**src/tcoc_map.svh**
```systemverilog
// Register offsets, field positions, reset values and prescaler masks of the timer block
`ifndef TCOC_MAP_SVH
`define TCOC_MAP_SVH
`define TCOC_ADDR_W 5
`define TCOC_OFF_CTRL_A 5'h00
`define TCOC_OFF_CTRL_B 5'h04
`define TCOC_OFF_COUNT 5'h08
`define TCOC_OFF_CMP_A 5'h0C
`define TCOC_OFF_CMP_B 5'h10
`define TCOC_OFF_MASK 5'h14
`define TCOC_OFF_FLAGS 5'h18
`define TCOC_OFF_STATUS 5'h1C
`define TCOC_BOTTOM 8'h00
`define TCOC_MAX 8'hFF
`define TCOC_RST_BYTE 8'h00
`define TCOC_BIT_OVF 0
`define TCOC_BIT_CMPA 1
`define TCOC_BIT_CMPB 2
`define TCOC_CTRLA_WGM_LO 0
`define TCOC_CTRLA_COMB_LO 4
`define TCOC_CTRLA_COMA_LO 6
`define TCOC_CTRLB_CS_LO 0
`define TCOC_CTRLB_WGM2 3
`define TCOC_CTRLB_FORCE_B 6
`define TCOC_CTRLB_FORCE_A 7
`define TCOC_PRE_W 10
`define TCOC_DIV8 10'h0007
`define TCOC_DIV64 10'h003F
`define TCOC_DIV256 10'h00FF
`define TCOC_DIV1024 10'h03FF
`endif

```
**src/tcoc_pkg.sv**
```systemverilog
// Types shared by the timer block
package tcoc_pkg;
  typedef enum logic [2:0] {
    TCOC_WAVE_NORMAL = 3'b000,
    TCOC_WAVE_PC_MAX = 3'b001,
    TCOC_WAVE_CTC = 3'b010,
    TCOC_WAVE_FAST_MAX = 3'b011,
    TCOC_WAVE_RSVD4 = 3'b100,
    TCOC_WAVE_PC_CMPA = 3'b101,
    TCOC_WAVE_RSVD6 = 3'b110,
    TCOC_WAVE_FAST_CMPA = 3'b111
  } tcoc_wave_e;
  typedef enum logic [2:0] {
    TCOC_CS_STOP = 3'b000,
    TCOC_CS_DIV1 = 3'b001,
    TCOC_CS_DIV8 = 3'b010,
    TCOC_CS_DIV64 = 3'b011,
    TCOC_CS_DIV256 = 3'b100,
    TCOC_CS_DIV1024 = 3'b101,
    TCOC_CS_EXT_FALL = 3'b110,
    TCOC_CS_EXT_RISE = 3'b111
  } tcoc_cs_e;
  typedef struct packed {
    logic [1:0] com_a;
    logic [1:0] com_b;
    logic [1:0] wave_lo;
  } tcoc_ctrl_a_s;
  typedef struct packed {
    logic wave_mode_bit2;
    tcoc_cs_e clock_select_field;
  } tcoc_ctrl_b_s;
  typedef struct packed {
    logic cmp_b;
    logic cmp_a;
    logic ovf;
  } tcoc_irq_s;
endpackage : tcoc_pkg

```
**src/tcoc_top.sv**
```systemverilog
// 8-bit timer/counter with two output compare units behind a classic Wishbone slave
// Operation
// - Counter and both compare registers are eight bits wide.
// - All timer interrupt flags live in one flag register, each masked separately.
// - Timer tick comes from prescaler or external count pin, chosen by clock select.
// - Clock select zero stops the counter: no timer tick.
// - Count 0x00 is BOTTOM, 0xFF is MAX, both flagged internally.
// - TOP is 0xFF or compare register A, depending on mode.
// - Each timer tick clears, increments or decrements the counter as mode needs.
// - Software reads and writes the counter at any time, tick or not.
// - A counter write beats a simultaneous count or clear.
// - Three wave mode bits pick the sequence: two in control A, one in B.
// - Overflow flag set where the mode says; it can request an interrupt.
// - Counter compared continuously with both compare registers; equality is a match.
// - Compare flag sets on the timer tick after the match, not during it.
// - Enabled set compare flag requests interrupt; servicing clears it automatically.
// - Writing one to a compare flag bit clears that flag.
// - Each compare output formed from its match, wave mode and output mode field.
// - MAX and BOTTOM indicators handle extreme-value cases in the modes needing them.
// - Compare registers double buffered in PWM modes, direct in normal and CTC.
// - Buffered compare value moves to active register only on the timer tick at TOP.
// - Software reaches the buffer when buffering, else the active register directly.
// - Non-PWM force strobe acts like a match on output only; no flag, no clear.
// - Any counter write blocks every match in the next timer cycle, even stopped.
// - Reset clears both internal compare output states to zero.
// - Mode zero counts up only, wraps 0xFF to 0x00, overflow as count becomes zero.
// - Mode two clears the counter on match with compare A, which sets TOP.
// - Fast PWM TOP is 0xFF in mode three, compare A in mode seven.
`include "tcoc_map.svh"
`timescale 1ns/1ps
`default_nettype none

module tcoc_top
  import tcoc_pkg::*;
(
  // Clock and reset
  input wire logic SYS_CLK,
  input wire logic RST_N,
  // Wishbone classic slave
  input wire logic WB_CYC_I,
  input wire logic WB_STB_I,
  input wire logic WB_WE_I,
  input wire logic [`TCOC_ADDR_W-1:0] WB_ADR_I,
  input wire logic [3:0] WB_SEL_I,
  input wire logic [31:0] WB_DAT_I,
  output logic [31:0] WB_DAT_O,
  output logic WB_ACK_O,
  // External count pin, asynchronous
  input wire logic EXTERNAL_COUNT_PIN,
  // Interrupt requests and service acknowledges
  output logic [2:0] IRQ_REQ,
  input wire logic [2:0] IRQ_SERVICED,
  // Compare outputs and their output enables
  output logic COMPARE_OUTPUT_A,
  output logic COMPARE_OUTPUT_B,
  output logic COMPARE_OUTPUT_A_EN,
  output logic COMPARE_OUTPUT_B_EN
);

  tcoc_ctrl_a_s timer_control_a;
  tcoc_ctrl_b_s timer_control_b;
  tcoc_wave_e wave_mode_field;
  tcoc_irq_s timer_flag_register;
  tcoc_irq_s timer_mask_register;
  logic [7:0] count_value;
  logic [7:0] compare_value_a;
  logic [7:0] compare_value_b;
  logic [7:0] buffer_a;
  logic [7:0] buffer_b;
  logic count_down;
  logic block_pending;
  logic [`TCOC_PRE_W-1:0] prescale;
  logic ext_meta, ext_sync, ext_prev;
  logic timer_tick;
  logic wb_req, wb_wr, wb_byte0;
  logic wr_ctrl_b, wr_count, wr_flags;
  logic is_pwm, is_fast, is_phase, at_bottom, at_max, at_top;
  logic match_a, match_b, force_a, force_b;
  logic [7:0] top_val;
  logic [7:0] next_count;
  logic next_down;
  logic [31:0] next_rdata;
  logic compare_output_a_state, compare_output_b_state;

  // Output action of one unit; returns new state
  function automatic logic wave_out(input logic cur, input logic [1:0] com, input logic pwm,
                                    input logic fast, input logic hit, input logic frc,
                                    input logic bottom, input logic down, input logic is_a,
                                    input logic fast_cmpa);
    logic res;
    res = cur;
    if (!pwm) begin
      if (hit || frc) begin
        case (com)
          2'b01: res = ~cur;
          2'b10: res = 1'b0;
          2'b11: res = 1'b1;
          default: res = cur;
        endcase
      end
    end else if (fast) begin
      if (com == 2'b01 && is_a && fast_cmpa && hit) begin
        res = ~cur;
      end else if (com[1]) begin
        if (hit) begin
          res = com[0];
        end else if (bottom) begin
          res = ~com[0];
        end
      end
    end else begin
      if (com[1] && hit) begin
        res = down ? ~com[0] : com[0];
      end
    end
    return res;
  endfunction

  assign wave_mode_field = tcoc_wave_e'({timer_control_b.wave_mode_bit2, timer_control_a.wave_lo});

  // Mode decode
  always_comb begin
    is_fast = (wave_mode_field == TCOC_WAVE_FAST_MAX) || (wave_mode_field == TCOC_WAVE_FAST_CMPA);
    is_phase = (wave_mode_field == TCOC_WAVE_PC_MAX) || (wave_mode_field == TCOC_WAVE_PC_CMPA);
    is_pwm = is_fast || is_phase;
    if (wave_mode_field == TCOC_WAVE_CTC || wave_mode_field == TCOC_WAVE_PC_CMPA ||
        wave_mode_field == TCOC_WAVE_FAST_CMPA) begin
      top_val = compare_value_a;
    end else begin
      top_val = `TCOC_MAX;
    end
    at_bottom = (count_value == `TCOC_BOTTOM);
    at_max = (count_value == `TCOC_MAX);
    at_top = (count_value == top_val);
  end

  // Matches are suppressed for one timer cycle after a counter write
  assign match_a = (count_value == compare_value_a) && !block_pending;
  assign match_b = (count_value == compare_value_b) && !block_pending;

  // Wishbone decode; writes land on the edge where ack is seen high
  assign wb_req = WB_CYC_I && WB_STB_I;
  assign wb_wr = wb_req && WB_WE_I && WB_ACK_O;
  assign wb_byte0 = WB_SEL_I[0];
  assign wr_ctrl_b = wb_wr && wb_byte0 && (WB_ADR_I == `TCOC_OFF_CTRL_B);
  assign wr_count = wb_wr && wb_byte0 && (WB_ADR_I == `TCOC_OFF_COUNT);
  assign wr_flags = wb_wr && wb_byte0 && (WB_ADR_I == `TCOC_OFF_FLAGS);
  assign force_a = wr_ctrl_b && WB_DAT_I[`TCOC_CTRLB_FORCE_A] && !is_pwm;
  assign force_b = wr_ctrl_b && WB_DAT_I[`TCOC_CTRLB_FORCE_B] && !is_pwm;

  always_ff @(posedge SYS_CLK) begin
    if (!RST_N) begin
      WB_ACK_O <= 1'b0;
    end else begin
      WB_ACK_O <= wb_req && !WB_ACK_O;
    end
  end

  // Read mux; unmapped addresses read zero
  always_comb begin
    next_rdata = 32'h0000_0000;
    if (WB_ADR_I == `TCOC_OFF_CTRL_A) begin
      next_rdata[7:0] = {timer_control_a.com_a, timer_control_a.com_b, 2'b00, timer_control_a.wave_lo};
    end else if (WB_ADR_I == `TCOC_OFF_CTRL_B) begin
      next_rdata[3:0] = timer_control_b;
    end else if (WB_ADR_I == `TCOC_OFF_COUNT) begin
      next_rdata[7:0] = count_value;
    end else if (WB_ADR_I == `TCOC_OFF_CMP_A) begin
      next_rdata[7:0] = is_pwm ? buffer_a : compare_value_a;
    end else if (WB_ADR_I == `TCOC_OFF_CMP_B) begin
      next_rdata[7:0] = is_pwm ? buffer_b : compare_value_b;
    end else if (WB_ADR_I == `TCOC_OFF_MASK) begin
      next_rdata[2:0] = timer_mask_register;
    end else if (WB_ADR_I == `TCOC_OFF_FLAGS) begin
      next_rdata[2:0] = timer_flag_register;
    end else if (WB_ADR_I == `TCOC_OFF_STATUS) begin
      next_rdata[4:0] = {at_max, at_bottom, count_down, compare_output_b_state, compare_output_a_state};
    end
  end

  always_ff @(posedge SYS_CLK) begin
    if (!RST_N) begin
      WB_DAT_O <= 32'h0000_0000;
    end else if (wb_req && !WB_ACK_O) begin
      WB_DAT_O <= next_rdata;
    end
  end

  // Control and mask registers
  always_ff @(posedge SYS_CLK) begin
    if (!RST_N) begin
      timer_control_a <= '0;
      timer_control_b <= '0;
      timer_mask_register <= '0;
    end else if (wb_wr && wb_byte0) begin
      if (WB_ADR_I == `TCOC_OFF_CTRL_A) begin
        timer_control_a <= {WB_DAT_I[`TCOC_CTRLA_COMA_LO +: 2], WB_DAT_I[`TCOC_CTRLA_COMB_LO +: 2],
                            WB_DAT_I[`TCOC_CTRLA_WGM_LO +: 2]};
      end else if (WB_ADR_I == `TCOC_OFF_CTRL_B) begin
        timer_control_b <= {WB_DAT_I[`TCOC_CTRLB_WGM2], tcoc_cs_e'(WB_DAT_I[`TCOC_CTRLB_CS_LO +: 3])};
      end else if (WB_ADR_I == `TCOC_OFF_MASK) begin
        timer_mask_register <= WB_DAT_I[2:0];
      end
    end
  end

  // External pin synchroniser plus edge history
  always_ff @(posedge SYS_CLK) begin
    if (!RST_N) begin
      ext_meta <= 1'b0;
      ext_sync <= 1'b0;
      ext_prev <= 1'b0;
    end else begin
      ext_meta <= EXTERNAL_COUNT_PIN;
      ext_sync <= ext_meta;
      ext_prev <= ext_sync;
    end
  end

  // Free-running prescaler
  always_ff @(posedge SYS_CLK) begin
    if (!RST_N) begin
      prescale <= '0;
    end else begin
      prescale <= prescale + `TCOC_PRE_W'(1);
    end
  end

  // Tick select; stop gives no tick at all
  always_comb begin
    case (timer_control_b.clock_select_field)
      TCOC_CS_DIV1: timer_tick = 1'b1;
      TCOC_CS_DIV8: timer_tick = (prescale & `TCOC_DIV8) == `TCOC_DIV8;
      TCOC_CS_DIV64: timer_tick = (prescale & `TCOC_DIV64) == `TCOC_DIV64;
      TCOC_CS_DIV256: timer_tick = (prescale & `TCOC_DIV256) == `TCOC_DIV256;
      TCOC_CS_DIV1024: timer_tick = prescale == `TCOC_DIV1024;
      TCOC_CS_EXT_FALL: timer_tick = ext_prev && !ext_sync;
      TCOC_CS_EXT_RISE: timer_tick = !ext_prev && ext_sync;
      default: timer_tick = 1'b0;
    endcase
  end

  // Counting sequence per mode
  always_comb begin
    next_count = count_value + 8'h01;
    next_down = 1'b0;
    if (wave_mode_field == TCOC_WAVE_CTC) begin
      if (match_a) begin
        next_count = `TCOC_BOTTOM;
      end
    end else if (is_fast) begin
      if (at_top) begin
        next_count = `TCOC_BOTTOM;
      end
    end else if (is_phase) begin
      next_down = count_down;
      if (count_down && at_bottom) begin
        next_down = 1'b0;
      end else if (!count_down && at_top) begin
        next_down = 1'b1;
      end
      next_count = next_down ? count_value - 8'h01 : count_value + 8'h01;
    end
  end

  always_ff @(posedge SYS_CLK) begin
    if (!RST_N) begin
      count_value <= `TCOC_RST_BYTE;
      count_down <= 1'b0;
    end else if (wr_count) begin
      count_value <= WB_DAT_I[7:0];
    end else if (timer_tick) begin
      count_value <= next_count;
      count_down <= next_down;
    end
  end

  // Blocking window lasts until the next timer tick
  always_ff @(posedge SYS_CLK) begin
    if (!RST_N) begin
      block_pending <= 1'b0;
    end else if (wr_count) begin
      block_pending <= 1'b1;
    end else if (timer_tick) begin
      block_pending <= 1'b0;
    end
  end

  // Compare registers; buffers update at TOP in PWM modes
  always_ff @(posedge SYS_CLK) begin
    if (!RST_N) begin
      compare_value_a <= `TCOC_RST_BYTE;
      compare_value_b <= `TCOC_RST_BYTE;
      buffer_a <= `TCOC_RST_BYTE;
      buffer_b <= `TCOC_RST_BYTE;
    end else begin
      if (wb_wr && wb_byte0 && WB_ADR_I == `TCOC_OFF_CMP_A) begin
        buffer_a <= WB_DAT_I[7:0];
      end
      if (wb_wr && wb_byte0 && WB_ADR_I == `TCOC_OFF_CMP_B) begin
        buffer_b <= WB_DAT_I[7:0];
      end
      if (!is_pwm) begin
        if (wb_wr && wb_byte0 && WB_ADR_I == `TCOC_OFF_CMP_A) begin
          compare_value_a <= WB_DAT_I[7:0];
        end
        if (wb_wr && wb_byte0 && WB_ADR_I == `TCOC_OFF_CMP_B) begin
          compare_value_b <= WB_DAT_I[7:0];
        end
      end else if (timer_tick && !wr_count && !count_down && at_top) begin
        // Fast PWM wraps to BOTTOM here, phase-correct turns at TOP
        compare_value_a <= buffer_a;
        compare_value_b <= buffer_b;
      end
    end
  end

  // Flags: hardware set wins over software or service clear
  always_ff @(posedge SYS_CLK) begin
    if (!RST_N) begin
      timer_flag_register <= '0;
    end else begin
      for (int i = 0; i < 3; i++) begin
        if (wr_flags && WB_DAT_I[i]) begin
          timer_flag_register[i] <= 1'b0;
        end else if (IRQ_SERVICED[i]) begin
          timer_flag_register[i] <= 1'b0;
        end
      end
      if (timer_tick) begin
        if (match_a) begin
          timer_flag_register.cmp_a <= 1'b1;
        end
        if (match_b) begin
          timer_flag_register.cmp_b <= 1'b1;
        end
        if (is_fast ? (at_top && !wr_count) : is_phase ? (at_bottom && count_down) : at_max) begin
          timer_flag_register.ovf <= 1'b1;
        end
      end
    end
  end

  always_ff @(posedge SYS_CLK) begin
    if (!RST_N) begin
      IRQ_REQ <= 3'b000;
    end else begin
      IRQ_REQ <= timer_flag_register & timer_mask_register;
    end
  end

  // Compare output states; matches act on the tick, forces at once
  always_ff @(posedge SYS_CLK) begin
    if (!RST_N) begin
      compare_output_a_state <= 1'b0;
      compare_output_b_state <= 1'b0;
    end else begin
      compare_output_a_state <= wave_out(compare_output_a_state, timer_control_a.com_a, is_pwm, is_fast,
                                         timer_tick && match_a, force_a, timer_tick && at_bottom,
                                         count_down, 1'b1,
                                         wave_mode_field == TCOC_WAVE_FAST_CMPA);
      compare_output_b_state <= wave_out(compare_output_b_state, timer_control_a.com_b, is_pwm, is_fast,
                                         timer_tick && match_b, force_b, timer_tick && at_bottom,
                                         count_down, 1'b0, 1'b0);
    end
  end

  // Pin drive copies; enable follows a non-zero output mode
  always_ff @(posedge SYS_CLK) begin
    if (!RST_N) begin
      COMPARE_OUTPUT_A <= 1'b0;
      COMPARE_OUTPUT_B <= 1'b0;
      COMPARE_OUTPUT_A_EN <= 1'b0;
      COMPARE_OUTPUT_B_EN <= 1'b0;
    end else begin
      COMPARE_OUTPUT_A <= compare_output_a_state;
      COMPARE_OUTPUT_B <= compare_output_b_state;
      COMPARE_OUTPUT_A_EN <= |timer_control_a.com_a;
      COMPARE_OUTPUT_B_EN <= |timer_control_a.com_b;
    end
  end

endmodule // tcoc_top

`default_nettype wire

```
**config.mk**
```make
export PLATFORM = sky130hd
export DESIGN_NAME = tcoc_top
export DESIGN_NICKNAME = d
export VERILOG_FILES = /design/src/tcoc_pkg.sv /design/src/tcoc_top.sv
export VERILOG_INCLUDE_DIRS = /design/src /design/src/src
export SDC_FILE = /design/constraint.sdc
export NUM_CORES = 1
export LEC_CHECK = 0
export BUFFER_PORTS_ARGS = -buffer_cell sky130_fd_sc_hd__buf_2
export CAP_MARGIN = 20
export CORE_AREA = 5 5 116 118
export DETAILED_ROUTE_END_ITERATION = 10
export DIE_AREA = 0 0 121 123
export HOLD_SLACK_MARGIN = 0.02
export PLACE_DENSITY_LB_ADDON = 0.2
export REMOVE_ABC_BUFFERS = 1
export SYNTH_ARGS = -nofsm -noshare
export SYNTH_HDL_FRONTEND = slang
export SYNTH_SLANG_ARGS = --single-unit
```
**constraint.sdc**
```tcl
create_clock -name SYS_CLK -period 3 [get_ports SYS_CLK]
set_input_delay 0.15 -clock SYS_CLK [delete_from_list [all_inputs] [get_ports SYS_CLK]]
set_output_delay 0.15 -clock SYS_CLK [all_outputs]
set_load 0.005 [all_outputs]
```
======== Word-level counts from Yosys, hierarchy flattened ========
Index checks and enable logic that the tools add are counted.
word-level totals
  logic and storage cells ................. 220
  input port bits ......................... 50
  register bits ........................... 89
  output and inout port bits .............. 40
cells by class
  equal/unequal tests ..................... 40
  mux-type cells .......................... 71
  reduce and logical (&&, ||, !) cells .... 67
  $add $sub $neg .......................... 3
  bitwise gates (word level) .............. 8
operators by type and width
  kind                   number
  $mux 8                 20
  $mux 1                 38
  $logic_and 1x1->1      34
  $eq 8x8->1             3
  $eq 3x3->1 const B     7
  $eq 5x5->1 const B     4
  $eq 8x8->1 const B     2
  $eq 3x2->1 const B     4
  $mux 3                 4
  $add 10x1->10 const B  1
  $eq 10x10->1 const B   1
  $eq 5x4->1 const B     2
  $mux 5                 2
  $reduce_and 5->1       2
  $reduce_bool 2->1      5
  $add 8x1->8 const B    1
  $eq 2x2->1 const B     4
  $logic_not 8->1        1
  $mux 4                 2
  $reduce_and 2->1       4
  $reduce_bool 4->1      2
  $sub 8x1->8 const B    1
  $logic_not 1->1        7
  $logic_or 1x1->1       7
  other kinds (19)       31

======== Longest topological paths before layout ========
Gate-level depths: netlist (run 1).
  depth in word-level cells ............... 17
  depth in mapped cells ................... 10
  depth with buffers taken out ............ 9

======== Worst setup path after synthesis (run 1) ========
OpenSTA, ideal clock, no wires.
  path kind ............................... reg2reg
  start ................................... register prescale[0]
  end ..................................... register compare_output_b_state
  cell stages (with the launch flop) ...... 11
  path slack .............................. 733 ps
  data arrival time ....................... 2,146 ps
  path buffers ............................ 1
  setup time .............................. 121 ps
  cells stage by stage .................... dfxtp_1 ha_1 ha_1 and3b_1 a211o_1 a21o_1 and2_1 buf_2 a22oi_1 o32ai_1 mux2_2
between the ends
  cells in the longest elaborated chain, start to end .. 7
  elaborated cells between the ends (all ways) .. 17
ends and longest elaborated chain
  item                                                  line             source
  start, declared                                       tcoc_top.sv:72   logic [`TCOC_PRE_W-1:0] prescale;
  start signal, assigned                                tcoc_top.sv:225  prescale <= prescale + `TCOC_PRE_W'(1);
  $eq 10x10->1 (no line), or another cell as far along  n/a
  $pmux 1 s7 (*)                                        tcoc_top.sv:231  case (timer_control_b.clock_select_field)
  $logic_and 1x1->1                                     tcoc_top.sv:363  timer_tick && match_b, force_b, timer_tick && at_bottom,
  $mux 1                                                tcoc_top.sv:105  if (hit) begin
  $mux 1                                                tcoc_top.sv:104  end else if (com[1]) begin
  $mux 1                                                tcoc_top.sv:101  end else if (fast) begin
  $mux 1                                                tcoc_top.sv:92   if (!pwm) begin
  end signal, assigned                                  tcoc_top.sv:362  compare_output_b_state <= wave_out(compare_output_b_state, timer_control_a.com_b, is_pwm, is_fast,
  end, declared                                         tcoc_top.sv:83   logic compare_output_a_state, compare_output_b_state;
Every way passes the cells marked *; elsewhere a longest branch is shown, timed or not. The select of a mux whose other input is x is not followed.
A chain may end at the register's enable or synchronous reset.

======== Worst setup path after layout (run 1) ========
  start ................................... register timer_control_a[1] in the netlist's numbering
  end ..................................... register count_value[4]
between the ends
  cells in the longest elaborated chain, start to end .. 17
  elaborated cells between the ends (all ways) .. 24
ends and longest elaborated chain
  item                                             line                                               source
  start, declared                                  tcoc_top.sv:60                                     tcoc_ctrl_a_s timer_control_a;
  start signal, assigned                           tcoc_top.sv:197                                    timer_control_a <= {WB_DAT_I[`TCOC_CTRLA_COMA_LO +: 2], WB_DAT_I[`TCOC_CTRLA_COMB_LO +: 2],
  $eq 3x2->1 / $eq 3x3->1 (equally long branches)  tcoc_top.sv:126, tcoc_top.sv:247, tcoc_top.sv:124
  $logic_or 1x1->1 (2 in series)                   tcoc_top.sv:126                                    if (wave_mode_field == TCOC_WAVE_CTC || wave_mode_field == TCOC_WAVE_PC_CMPA ||
  $mux 8                                           tcoc_top.sv:126
  $eq 8x8->1                                       tcoc_top.sv:134                                    at_top = (count_value == top_val);
  $logic_and 1x1->1                                tcoc_top.sv:259                                    end else if (!count_down && at_top) begin
  $mux 1                                           tcoc_top.sv:259
  $mux 1                                           tcoc_top.sv:257                                    if (count_down && at_bottom) begin
  $mux 1                                           tcoc_top.sv:255                                    end else if (is_phase) begin
  $mux 1                                           tcoc_top.sv:251                                    end else if (is_fast) begin
  $mux 1                                           tcoc_top.sv:247                                    if (wave_mode_field == TCOC_WAVE_CTC) begin
  $mux 8                                           tcoc_top.sv:262                                    next_count = next_down ? count_value - 8'h01 : count_value + 8'h01;
  $mux 8                                           tcoc_top.sv:255
  $mux 8                                           tcoc_top.sv:251
  $mux 8 (*)                                       tcoc_top.sv:247
  $mux 8 (*)                                       tcoc_top.sv:272                                    end else if (timer_tick) begin
  $mux 8 (*)                                       tcoc_top.sv:270                                    end else if (wr_count) begin
  end signal, assigned                             tcoc_top.sv:268                                    count_value <= `TCOC_RST_BYTE;
  end signal, assigned                             tcoc_top.sv:271                                    count_value <= WB_DAT_I[7:0];
  end signal, assigned                             tcoc_top.sv:273                                    count_value <= next_count;
  end, declared                                    tcoc_top.sv:65                                     logic [7:0] count_value;
Marked as above.

==> load_flow_metrics.sql, run 1 <==
INSERT INTO impl_metrics (metric_group, metric, value, unit) VALUES
('timing', 'fin_worst_skew', '0.00730', 'ns'),
('routing', 'routed_wire_length_per_instance', '19.2', 'microns'),
('clock_tree', 'later_pin_clock_latency_in_the_skew_report', '0.35', 'ns'),
('floorplanning', 'die-area', '0.0149', 'sq mm'),
('routing', 'drc_errors_left', '0', ''),
('floorplanning', 'die_w', '121', 'microns'),
('timing', 'timing.final.setup_violations', '0', ''),
('min_path', 'timing.hold.worst.class', 'primary input to flip-flop', ''),
('timing', 'fmax', '357', 'MHz'),
('yosys', 'yosysWarnings', '0', ''),
('floorplanning', 'fp.coreArea', '0.0124', 'sq mm'),
('yosys', 'synthFlopType', 'dfxtp_1', ''),
('place', 'dp.cells', '843', ''),
('grt', 'grt.total_usage', '22.7', '%'),
('grt', 'antenna_violations_before_repair', '0', ''),
('place', 'post-dp-hpwl', '12.2', 'mm'),
('timing', 'layout_worst_path_cycle_share', '93.4', '%'),
('critical_path', 'worst_ep_arrival_time', '3.02', 'ns'),
('clock_tree', 'number_of_clock_sinks', '89', ''),
('clock_tree', 'h-tree-depth', '3', ''),
('yosys', 'yosysSeqAreaShare', '33.0', '%'),
('routing', 'num_vias', '4838', ''),
('floorplanning', 'die_height', '123', 'microns'),
('yosys', 'synthCells', '656', ''),
('clock_tree', 'cts.clk_slew.worst_paths', '0.07', 'ns'),
('floorplanning', 'floorplan.initialDensity', '43.7', '%'),
('pwr', 'cellPowerDensity', '416', 'mW/mm^2'),
('timing', 'timing.final.hold_violations', '0', ''),
('yosys', 'mean_syn_cell_area', '8.24', 'sq um'),
('place', 'numPortBuffers', '38', ''),
('yosys', 'syn-cell-area', '0.00541', 'sq mm'),
('min_path', 'hold_start', 'IRQ_SERVICED[1]', ''),
('cells_and_area', 'syn2layout_area_growth', '10.6', '%'),
('run', 'maxCapViolCount', '0', ''),
('place', 'place_worst_setup_slack', '0.296', 'ns'),
('routing', 'detailedRoute.firstPassIterationCount', '6', ''),
('yosys', 'synth-edff-count', '0', ''),
('clock_tree', 'clock_tree.buffer_depth', '2', ''),
('yosys', 'post-synth-top-area-cell', 'dfxtp_1', ''),
('pwr', 'p_comb_share', '5.0', '%'),
('yosys', 'synth.area.top_cells', 'dfxtp_1 (33%), a21oi_1 (5.5%), mux2i_1 (5.4%), nor2_1 (4.3%), nand2_1 (3.8%)', ''),
('grt', 'grt_max_degree', '35', ''),
('min_path', 'min_delay_worst_endpoint', 'timer_flag_register[1]', ''),
('cells_and_area', 'drive_gt1_share', '17.0', '%'),
('grt', 'grt.overflow.total', '0', ''),
('yosys', 'synth_most_common_cell', 'dfxtp_1', ''),
('yosys', 'postSynth.asyncResetShare', '0', '%'),
('routing', 'drt_iter0_drc', '471', ''),
('critical_path', 'reg2reg_depth', '7', ''),
('floorplanning', 'fp_rows', '41', ''),
('critical_path', 'critPathCaptureType', 'flip-flop', ''),
('pwr', 'leakagePower', '2.29', 'nW'),
('routing', 'final_antenna_net_count', '0', ''),
('yosys', 'yosysUniqueCellTypes', '76', ''),
('outcome', 'run_status', 'finished clean', ''),
('clock_tree', 'cts_tree', 'built', ''),
('cells_and_area', 'layoutNonFillerInstCount', '860', ''),
('place', 'gpl.final_weighted_congestion', '0.988', ''),
('routing', 'routed_wirelength', '16.5', 'mm'),
('timing', 'worst_slew_margin_rel', '46.8', '%'),
('timing', 'finalWorstSetupSlack', '0.198', 'ns'),
('yosys', 'synth_commonest_cells', 'dfxtp_1 (89), nor2_1 (62), a21oi_1 (59)', ''),
('critical_path', 'timing.reg2reg.setup_slack', '0.20', 'ns'),
('yosys', 'postSynthRegisterBits', '89', ''),
('critical_path', 'worst_setup_path_start_kind', 'flip-flop', ''),
('min_path', 'hold_path_depth', '3', ''),
('yosys', 'synth_top_area_share', '33.0', '%'),
('clock_tree', 'cts_post_setup_buffers_inserted', '0', ''),
('pwr', 'cellInternalPower', '1.90', 'mW'),
('grt', 'first_global_vias', '4496', ''),
('timing', 'rsz0062_at_grt', 'no', '');
how the worst max path moves through the flow:
stage,startpoint,endpoint,slack (ns),cells past startpoint
after floorplan,timer_control_a[0],compare_value_a[6],-0.18,6
after global placement,count_value[3],compare_output_a_state,0.31,7
after detailed placement,timer_control_a[1],count_value[4],0.30,7
after CTS,count_value[3],count_value[4],0.26,7
after global routing,count_value[3],count_value[4],0.008,7
final,timer_control_a[1],count_value[4],0.20,7
stage by stage:
step	area, sq um	utilization [%]	hold WS, ns
2_1_floorplan	5080	-	0.267
3_3_place_gp	5660	45.8	0.362
3_5_place_dp	5660	45.8	0.363
4_1_cts	5980	48.4	0.0594
5_1_grt	5980	48.4	0.115
6_report	5980	48.4	0.0678
power groups by stage:
stage,Combinational (mW),Clock (mW),Sequential (mW)
final,0.126,1.17,1.20
after CTS,0.124,1.20,1.20
after detailed placement,0.122,0,1.22
after global routing,0.139,1.24,1.20
after floorplan,0.0584,0,1.22
after global placement,0.120,0,1.22
what timing repair did:
action,in CTS,in global routing
endpoints found under the setup margin,0,1
resized for setup,0,1
hold buffers,1,0
endpoints found under the hold margin,1,0
area by class of cell:
type / instances / area, sq um / share of cell area (%)
clock inverter: 6 / 65.1 / 1.09
tap: 172 / 215 / 3.60
timing repair buffer: 62 / 373 / 6.24
clock buffer: 10 / 239 / 4.00
multi-input combinational: 502 / 3230 / 54.0
inverter: 19 / 71.3 / 1.19
sequential: 89 / 1780 / 29.8
kinds of logic (layout without fill, tap and decap cells):
logic type      count (synthesis)  count (layout)  synth area share, %
xor+xnor                       23              23                 3.73
simple gates                  240             240                 22.5
fa+ha+maj                      10              10                 2.31
buf+inv                        88              97                 8.96
compound gates                166             166                 21.4
other cells                     1              24               0.0694
mux                            39              39                 8.08
flops                          89              89                 33.0
metal layers:
layer	part of all wire, %	wire length, microns	track usage [%]
met1	44	7240	30.8
met2	45	7500	35.6
met3	8.2	1350	4.94
met4	2.4	403	8.64
met5	0	0	0
placed cells by master (no fill, tap or decap), types with 7 or more instances in the layout:
cell type,instances
a211oi_1,16
a21oi_1,59
and2_1,9
and3_1,16
buf_2,38
buf_4,23
clkbuf_16,9
conb_1,24
dfxtp_1,87
ha_1,10
inv_1,17
mux2_2,7
mux2i_1,29
nand2_1,55
nand3_1,25
nor2_1,62
nor2b_1,12
nor3_1,15
o21ai_0,24
o22ai_1,9
xnor2_1,17
registers in the layout, summed over array words and instances, names as in the netlist, 3 cells and up:
| name | cells |
|---|---|
| prescale | 10 |
| WB_DAT_O | 8 |
| buffer_a | 8 |
| buffer_b | 8 |
| compare_value_a | 8 |
| compare_value_b | 8 |
| count_value | 8 |
| timer_control_a | 6 |
| timer_control_b | 4 |
| IRQ_REQ | 3 |
| timer_flag_register | 3 |
| timer_mask_register | 3 |
worst max-delay path, stage by stage, from the launching register on:
cell,delay (ns)
dfxtp_1,0.44
nor3b_2,0.25
a21oi_1,0.35
a21oi_1,0.22
a41oi_1,0.70
nor2_1,0.19
a221oi_1,0.37
o32ai_1,0.15
(Power assumes the default switching activity.)
==> run 2: changes to the inputs <==
--- a/config.mk
+++ b/config.mk
@@ -7,10 +7,10 @@
 export NUM_CORES = 1
 export LEC_CHECK = 0
 export BUFFER_PORTS_ARGS = -buffer_cell sky130_fd_sc_hd__buf_2
-export CAP_MARGIN = 20
-export CORE_AREA = 5 5 116 118
+export CAP_MARGIN = 40
+export CORE_AREA = 5 5 148 93
 export DETAILED_ROUTE_END_ITERATION = 10
-export DIE_AREA = 0 0 121 123
+export DIE_AREA = 0 0 153 98
 export HOLD_SLACK_MARGIN = 0.02
 export PLACE_DENSITY_LB_ADDON = 0.2
 export REMOVE_ABC_BUFFERS = 1
==> load_flow_metrics.sql, run 2 (synthesized netlist as in run 1, its figures left out) <==
INSERT INTO impl_metrics (metric_group, metric, value, unit) VALUES
('cells_and_area', 'layout.cells.most_common', 'dfxtp_1', ''),
('grt', 'grt.overflow.total', '0', ''),
('cells_and_area', 'syn2layout_area_growth', '11.6', '%'),
('critical_path', 'crit_family', 'compound AO/OA/AOI/OAI gates', ''),
('clock_tree', 'number_of_clock_sinks', '89', ''),
('critical_path', 'worst_ep_arrival_time', '2.90', 'ns'),
('timing', 'worst_slew_margin_rel', '50.5', '%'),
('cells_and_area', 'drive_gt1_share', '17.6', '%'),
('floorplanning', 'die_height', '98', 'microns'),
('clock_tree', 'cts.clk_slew.worst_paths', '0.07', 'ns'),
('critical_path', 'worstPathCellList', 'buf_4, nor3_2, and3_1, nor2_1, a41oi_1, nor2_1, a221oi_1, o32ai_1', ''),
('routing', 'vias_per_cell', '5.80', ''),
('routing', 'routed_wire_length_per_instance', '20.1', 'microns'),
('floorplanning', 'die-area', '0.0150', 'sq mm'),
('clock_tree', 'clock_tree.root_cell', 'clkbuf_16', ''),
('pwr', 'power.total', '2.56', 'mW'),
('routing', 'detailedRoute.firstPassIterationCount', '5', ''),
('critical_path', 'crit_buf_inv', '1', ''),
('critical_path', 'timing.setup.critical_path_class', 'flip-flop to flip-flop', ''),
('routing', 'routed_wirelength', '17.4', 'mm'),
('run', 'maxCapViolCount', '0', ''),
('cells_and_area', 'final_cell_mix', 'dfxtp_1 (88), nor2_1 (62), a21oi_1 (59), nand2_1 (55), buf_2 (38)', ''),
('clock_tree', 'cts_tree', 'built', ''),
('timing', 'rsz0062_at_grt', 'no', ''),
('outcome', 'run_status', 'finished clean', ''),
('cells_and_area', 'finalCoreUtilization', '48.6', '%'),
('routing', 'num_vias', '5013', ''),
('cells_and_area', 'insertedDiodeCount', '0', ''),
('clock_tree', 'later_pin_clock_latency_in_the_skew_report', '0.35', 'ns'),
('clock_tree', 'cts_hold_buf', '0', ''),
('floorplanning', 'floorplan.initialDensity', '43.5', '%'),
('routing', 'drt_iter0_drc', '422', ''),
('timing', 'fmax', '374', 'MHz'),
('critical_path', 'critical_path.max_stage_delay', '0.55', 'ns'),
('cells_and_area', 'largest-register', 'prescale', ''),
('min_path', 'timing.hold.worst.class', 'primary input to flip-flop', ''),
('critical_path', 'cp.required', '3.22', 'ns'),
('grt', 'grt_max_degree', '65', ''),
('cells_and_area', 'largest_reg_flops', '10', ''),
('timing', 'worst-slew-pin-transition', '0.743', 'ns'),
('pwr', 'ir_worst_vdd', '0.000246', 'V'),
('critical_path', 'critPathCaptureType', 'flip-flop', ''),
('place', 'numPortBuffers', '38', ''),
('grt', 'grt.total_usage', '22.6', '%'),
('cells_and_area', 'nets', '749', ''),
('pwr', 'leakagePower', '2.33', 'nW'),
('timing', 'layout_worst_path_cycle_share', '89.2', '%'),
('timing', 'timing.final.setup_violations', '0', ''),
('critical_path', 'cp_max_fo', '7', ''),
('timing', 'timing.final.hold_violations', '0', ''),
('timing', 'hold_slack', '0.0303', 'ns'),
('place', 'gpl.final_weighted_congestion', '1.01', ''),
('clock_tree', 'clock_tree.buffer_depth', '2', ''),
('clock_tree', 'cts_resized', '0', ''),
('critical_path', 'worst_setup_path_start_kind', 'flip-flop', ''),
('timing', 'finalWorstSetupSlack', '0.323', 'ns'),
('timing', 'fin_worst_skew', '0.00697', 'ns'),
('cells_and_area', 'fin_area', '0.00603', 'sq mm'),
('grt', 'grt_first_pass_wirelength', '26.5', 'mm'),
('critical_path', 'critical_path.most_common_cell', 'nor2_1', ''),
('clock_tree', 'cts-buffers-inserted', '9', ''),
('routing', 'final_antenna_net_count', '0', ''),
('critical_path', 'critPathSlowestCell', 'a41oi_1', ''),
('clock_tree', 'cts_post_setup_buffers_inserted', '0', ''),
('place', 'placed_area', '0.00571', 'sq mm'),
('floorplanning', 'fp_rows', '32', ''),
('floorplanning', 'die_w', '153', 'microns'),
('floorplanning', 'pin_count', '90', ''),
('place', 'post-dp-hpwl', '13.1', 'mm'),
('routing', 'drc_errors_left', '0', ''),
('timing', 'fin_crit', '2.68', 'ns'),
('place', 'place_worst_setup_slack', '0.408', 'ns'),
('grt', 'antenna_violations_before_repair', '0', ''),
('grt', 'first_global_vias', '4504', ''),
('clock_tree', 'h-tree-depth', '3', ''),
('pwr', 'cellPowerDensity', '424', 'mW/mm^2'),
('timing', 'timing_max_transition_violations_final', '0', ''),
('floorplanning', 'fp.coreArea', '0.0124', 'sq mm');
==> run 2: cell types whose count changed in the layout (fill, tap and decap cells not counted) <==
| cell | change |
|---|---|
| dlygate4sd3_1 | -1 |
| bufinv_16 | +1 |
| clkbuf_8 | -1 |
| dfxtp_2 | -1 |
| dfxtp_1 | +1 |
| buf_4 | +7 |
| clkinv_2 | -1 |
| clkbuf_1 | +1 |
==> run 2: metal layers <==
layer	vias to the layer above	GRT usage, %	share of wire [%]
li1	2387	-	-
met1	2400	34.6	50
met5	-	0	0
met4	0	4.86	1.1
met3	19	6.51	9.0
met2	207	31.2	40
==> run 2: layout make-up <==
cell class              instances  area (sq um)
clock buffers                  10           229
clock inverters                 6          90.1
fillers                      1248          6380
inverters                      19          71.3
multi-input cells             502          3230
flip-flops and latches         89          1780
well taps                     170           213
repair buffers                 68           415
==> run 2: worst register-to-register path, stage by stage (launching register included) <==
cell and delay [ns]:
dfxtp_1 0.40, buf_4 0.21, nor3_2 0.37, and3_1 0.31, nor2_1 0.07, a41oi_1 0.55, nor2_1 0.18, a221oi_1 0.33
o32ai_1 0.13
==> run 2: final timing paths <==
kind / endpoint / slack [ns] / startpoint / depth (start not counted)
worst max-delay path: count_value[4] / 0.32 / count_value[3] / 8
worst min-delay path: ext_meta / 0.03 / EXTERNAL_COUNT_PIN / 2
worst max register to register: count_value[4] / 0.32 / count_value[3] / 8
worst min register to register: ext_sync / 0.44 / ext_meta / 1
==> run 2: power breakdown <==
| group | internal [mW] | switching [mW] | leakage, nW |
|---|---|---|---|
| clock | 0.735 | 0.496 | 0.153 |
| sequential | 1.19 | 0.00667 | 0.719 |
| combinational | 0.0383 | 0.0892 | 1.46 |
| total | 1.96 | 0.592 | 2.33 |
==> run 2: through the flow <==
step,std cells,TNS (ns)
floorplan,610,-3.40
global placement,848,0
detailed placement,848,0
CTS,864,0
global route,864,0
finish,864,0
==> run 3: changes to the inputs <==
--- a/config.mk
+++ b/config.mk
@@ -12,7 +12,7 @@
 export DETAILED_ROUTE_END_ITERATION = 10
 export DIE_AREA = 0 0 153 98
 export HOLD_SLACK_MARGIN = 0.02
-export PLACE_DENSITY_LB_ADDON = 0.2
+export PLACE_DENSITY = 0.71
 export REMOVE_ABC_BUFFERS = 1
 export SYNTH_ARGS = -nofsm -noshare
 export SYNTH_HDL_FRONTEND = slang
==> load_flow_metrics.sql, run 3 (synthesized netlist as in run 1, its figures left out) <==
INSERT INTO impl_metrics (metric_group, metric, value, unit) VALUES
('outcome', 'run_status', 'finished clean', ''),
('routing', 'num_vias', '5215', ''),
('pwr', 'cellPowerDensity', '432', 'mW/mm^2'),
('place', 'numPortBuffers', '38', ''),
('critical_path', 'cp_max_fo', '9', ''),
('critical_path', 'worstPathCellList', 'nor2b_1, a2111o_1, nor4_2, nand4_1, a211oi_1, a2bb2oi_1, a21oi_1', ''),
('min_path', 'timing.hold.worst.class', 'primary input to flip-flop', ''),
('clock_tree', 'clock_tree.buffer_depth', '2', ''),
('cells_and_area', 'syn2layout_area_growth', '10.6', '%'),
('grt', 'grt_first_pass_wirelength', '27.4', 'mm'),
('timing', 'fmax', '356', 'MHz'),
('cells_and_area', 'insertedDiodeCount', '0', ''),
('clock_tree', 'cts_post_setup_buffers_inserted', '0', ''),
('pwr', 'leakagePower', '2.29', 'nW'),
('clock_tree', 'cts.clk_slew.worst_paths', '0.07', 'ns'),
('critical_path', 'setup.worst_path.end', 'compare_output_a_state', ''),
('clock_tree', 'number_of_clock_sinks', '89', ''),
('grt', 'grt.overflow.total', '0', ''),
('routing', 'drt_iter0_drc', '612', ''),
('cells_and_area', 'nets', '741', ''),
('routing', 'routed_wirelength', '17.3', 'mm'),
('routing', 'final_antenna_net_count', '0', ''),
('place', 'post-dp-hpwl', '12.9', 'mm'),
('cells_and_area', 'largest_reg_flops', '10', ''),
('cells_and_area', 'final_cell_mix', 'dfxtp_1 (88), nor2_1 (62), a21oi_1 (59), nand2_1 (55), buf_2 (38)', ''),
('critical_path', 'worst_ep_arrival_time', '3.04', 'ns'),
('clock_tree', 'cts-buffers-inserted', '9', ''),
('routing', 'drc_errors_left', '0', ''),
('floorplanning', 'die_w', '153', 'microns'),
('routing', 'routed_wire_length_per_instance', '20.2', 'microns'),
('clock_tree', 'later_pin_clock_latency_in_the_skew_report', '0.35', 'ns'),
('routing', 'detailedRoute.firstPassIterationCount', '7', ''),
('timing', 'timing_max_transition_violations_final', '0', ''),
('critical_path', 'reg2reg_depth', '7', ''),
('cells_and_area', 'drive_gt1_share', '16.8', '%'),
('pwr', 'ir_worst_vdd', '0.000256', 'V'),
('critical_path', 'cp-startpoint', 'count_value[7]', ''),
('timing', 'timing.final.setup_violations', '0', ''),
('timing', 'rsz0062_at_grt', 'no', ''),
('floorplanning', 'die_height', '98', 'microns'),
('clock_tree', 'cts_tree', 'built', ''),
('timing', 'fin_crit', '2.81', 'ns'),
('place', 'place_worst_setup_slack', '0.284', 'ns'),
('run', 'maxCapViolCount', '0', ''),
('critical_path', 'timing.setup.critical_path_class', 'flip-flop to flip-flop', ''),
('timing', 'timing.final.hold_violations', '0', ''),
('critical_path', 'timing.reg2reg.setup_slack', '0.19', 'ns'),
('cells_and_area', 'layout.cells.most_common', 'dfxtp_1', ''),
('floorplanning', 'die-area', '0.0150', 'sq mm'),
('floorplanning', 'fp.coreArea', '0.0124', 'sq mm'),
('grt', 'first_global_vias', '4917', ''),
('floorplanning', 'fp_rows', '32', ''),
('timing', 'layout_worst_path_cycle_share', '93.6', '%'),
('timing', 'fin_worst_skew', '0.00795', 'ns'),
('clock_tree', 'h-tree-depth', '3', ''),
('clock_tree', 'cts_resized', '0', ''),
('floorplanning', 'pin_count', '90', ''),
('critical_path', 'critical_path.max_stage_delay', '0.59', 'ns'),
('cells_and_area', 'largest-register', 'prescale', ''),
('routing', 'vias_per_cell', '6.09', ''),
('grt', 'antenna_violations_before_repair', '0', ''),
('critical_path', 'worst_setup_path_start_kind', 'flip-flop', ''),
('critical_path', 'r2r_start', 'count_value[7]', ''),
('critical_path', 'critPathCaptureType', 'flip-flop', ''),
('place', 'gpl.final_weighted_congestion', '1.01', ''),
('timing', 'finalWorstSetupSlack', '0.193', 'ns'),
('grt', 'grt.total_usage', '22.8', '%'),
('clock_tree', 'clock_tree.root_cell', 'clkbuf_16', ''),
('timing', 'worst_slew_margin_rel', '49.7', '%'),
('grt', 'grt_max_degree', '33', ''),
('timing', 'worst-slew-pin-transition', '0.745', 'ns'),
('critical_path', 'critPathSlowestCell', 'dfxtp_1', ''),
('pwr', 'power.total', '2.58', 'mW'),
('clock_tree', 'cts_hold_buf', '0', ''),
('critical_path', 'cp.required', '3.23', 'ns'),
('floorplanning', 'floorplan.initialDensity', '43.5', '%'),
('critical_path', 'worstReg2RegEnd', 'compare_output_a_state', '');
[run 3: final cells by class]
cell class / count / area (sq um)
fillers: 1215 / 6430
multi-input cells: 502 / 3230
flip-flops and latches: 89 / 1780
repair buffers: 60 / 355
clock buffers: 9 / 225
well taps: 170 / 213
clock inverters: 7 / 101
inverters: 19 / 71.3
[run 3: stage by stage]
stage / utilization, % / cells / TNS [ns] / area (sq um) / hold slack [ns]
6_report: 48.2 / 856 / 0 / 5980 / 0.0222
5_1_grt: 48.2 / 856 / 0 / 5980 / 0.0275
4_1_cts: 48.2 / 856 / 0 / 5980 / 0.0226
3_5_place_dp: 45.6 / 840 / 0 / 5650 / 0.371
3_3_place_gp: 45.6 / 840 / 0 / 5650 / 0.361
2_1_floorplan: - / 610 / -3.40 / 5080 / 0.267
[run 3: report_power, final]
group	internal, mW	total (mW)	switching, mW
Sequential	1.19	1.20	0.00688
Clock	0.741	1.26	0.517
Combinational	0.0379	0.128	0.0905
[run 3: how the worst min path moves through the flow]
| stage | depth (start not counted) | slack, ns | to | start |
|---|---|---|---|---|
| floorplan | 1 | 0.27 | count_value[1] | RST_N |
| global placement | 2 | 0.36 | ext_meta | EXTERNAL_COUNT_PIN |
| detailed placement | 2 | 0.37 | ext_meta | EXTERNAL_COUNT_PIN |
| CTS | 2 | 0.02 | ext_meta | EXTERNAL_COUNT_PIN |
| global route | 2 | 0.03 | ext_meta | EXTERNAL_COUNT_PIN |
| finish | 2 | 0.02 | ext_meta | EXTERNAL_COUNT_PIN |
[run 3: layer usage]
metal	GRT usage [%]	vias up	wire, microns
met4	5.82	0	252
met2	32.0	294	7130
li1	-	2366	-
met5	0	-	0
met3	8.86	25	2390
met1	32.8	2530	7490
[run 3: worst max-delay path: cells and delay by family (launching register included)]
kind / cells / cell delay [ns]
AO/OA/AOI/OAI: 4 / 1.22
AND/OR/NAND/NOR: 3 / 0.86
flip-flops: 1 / 0.59
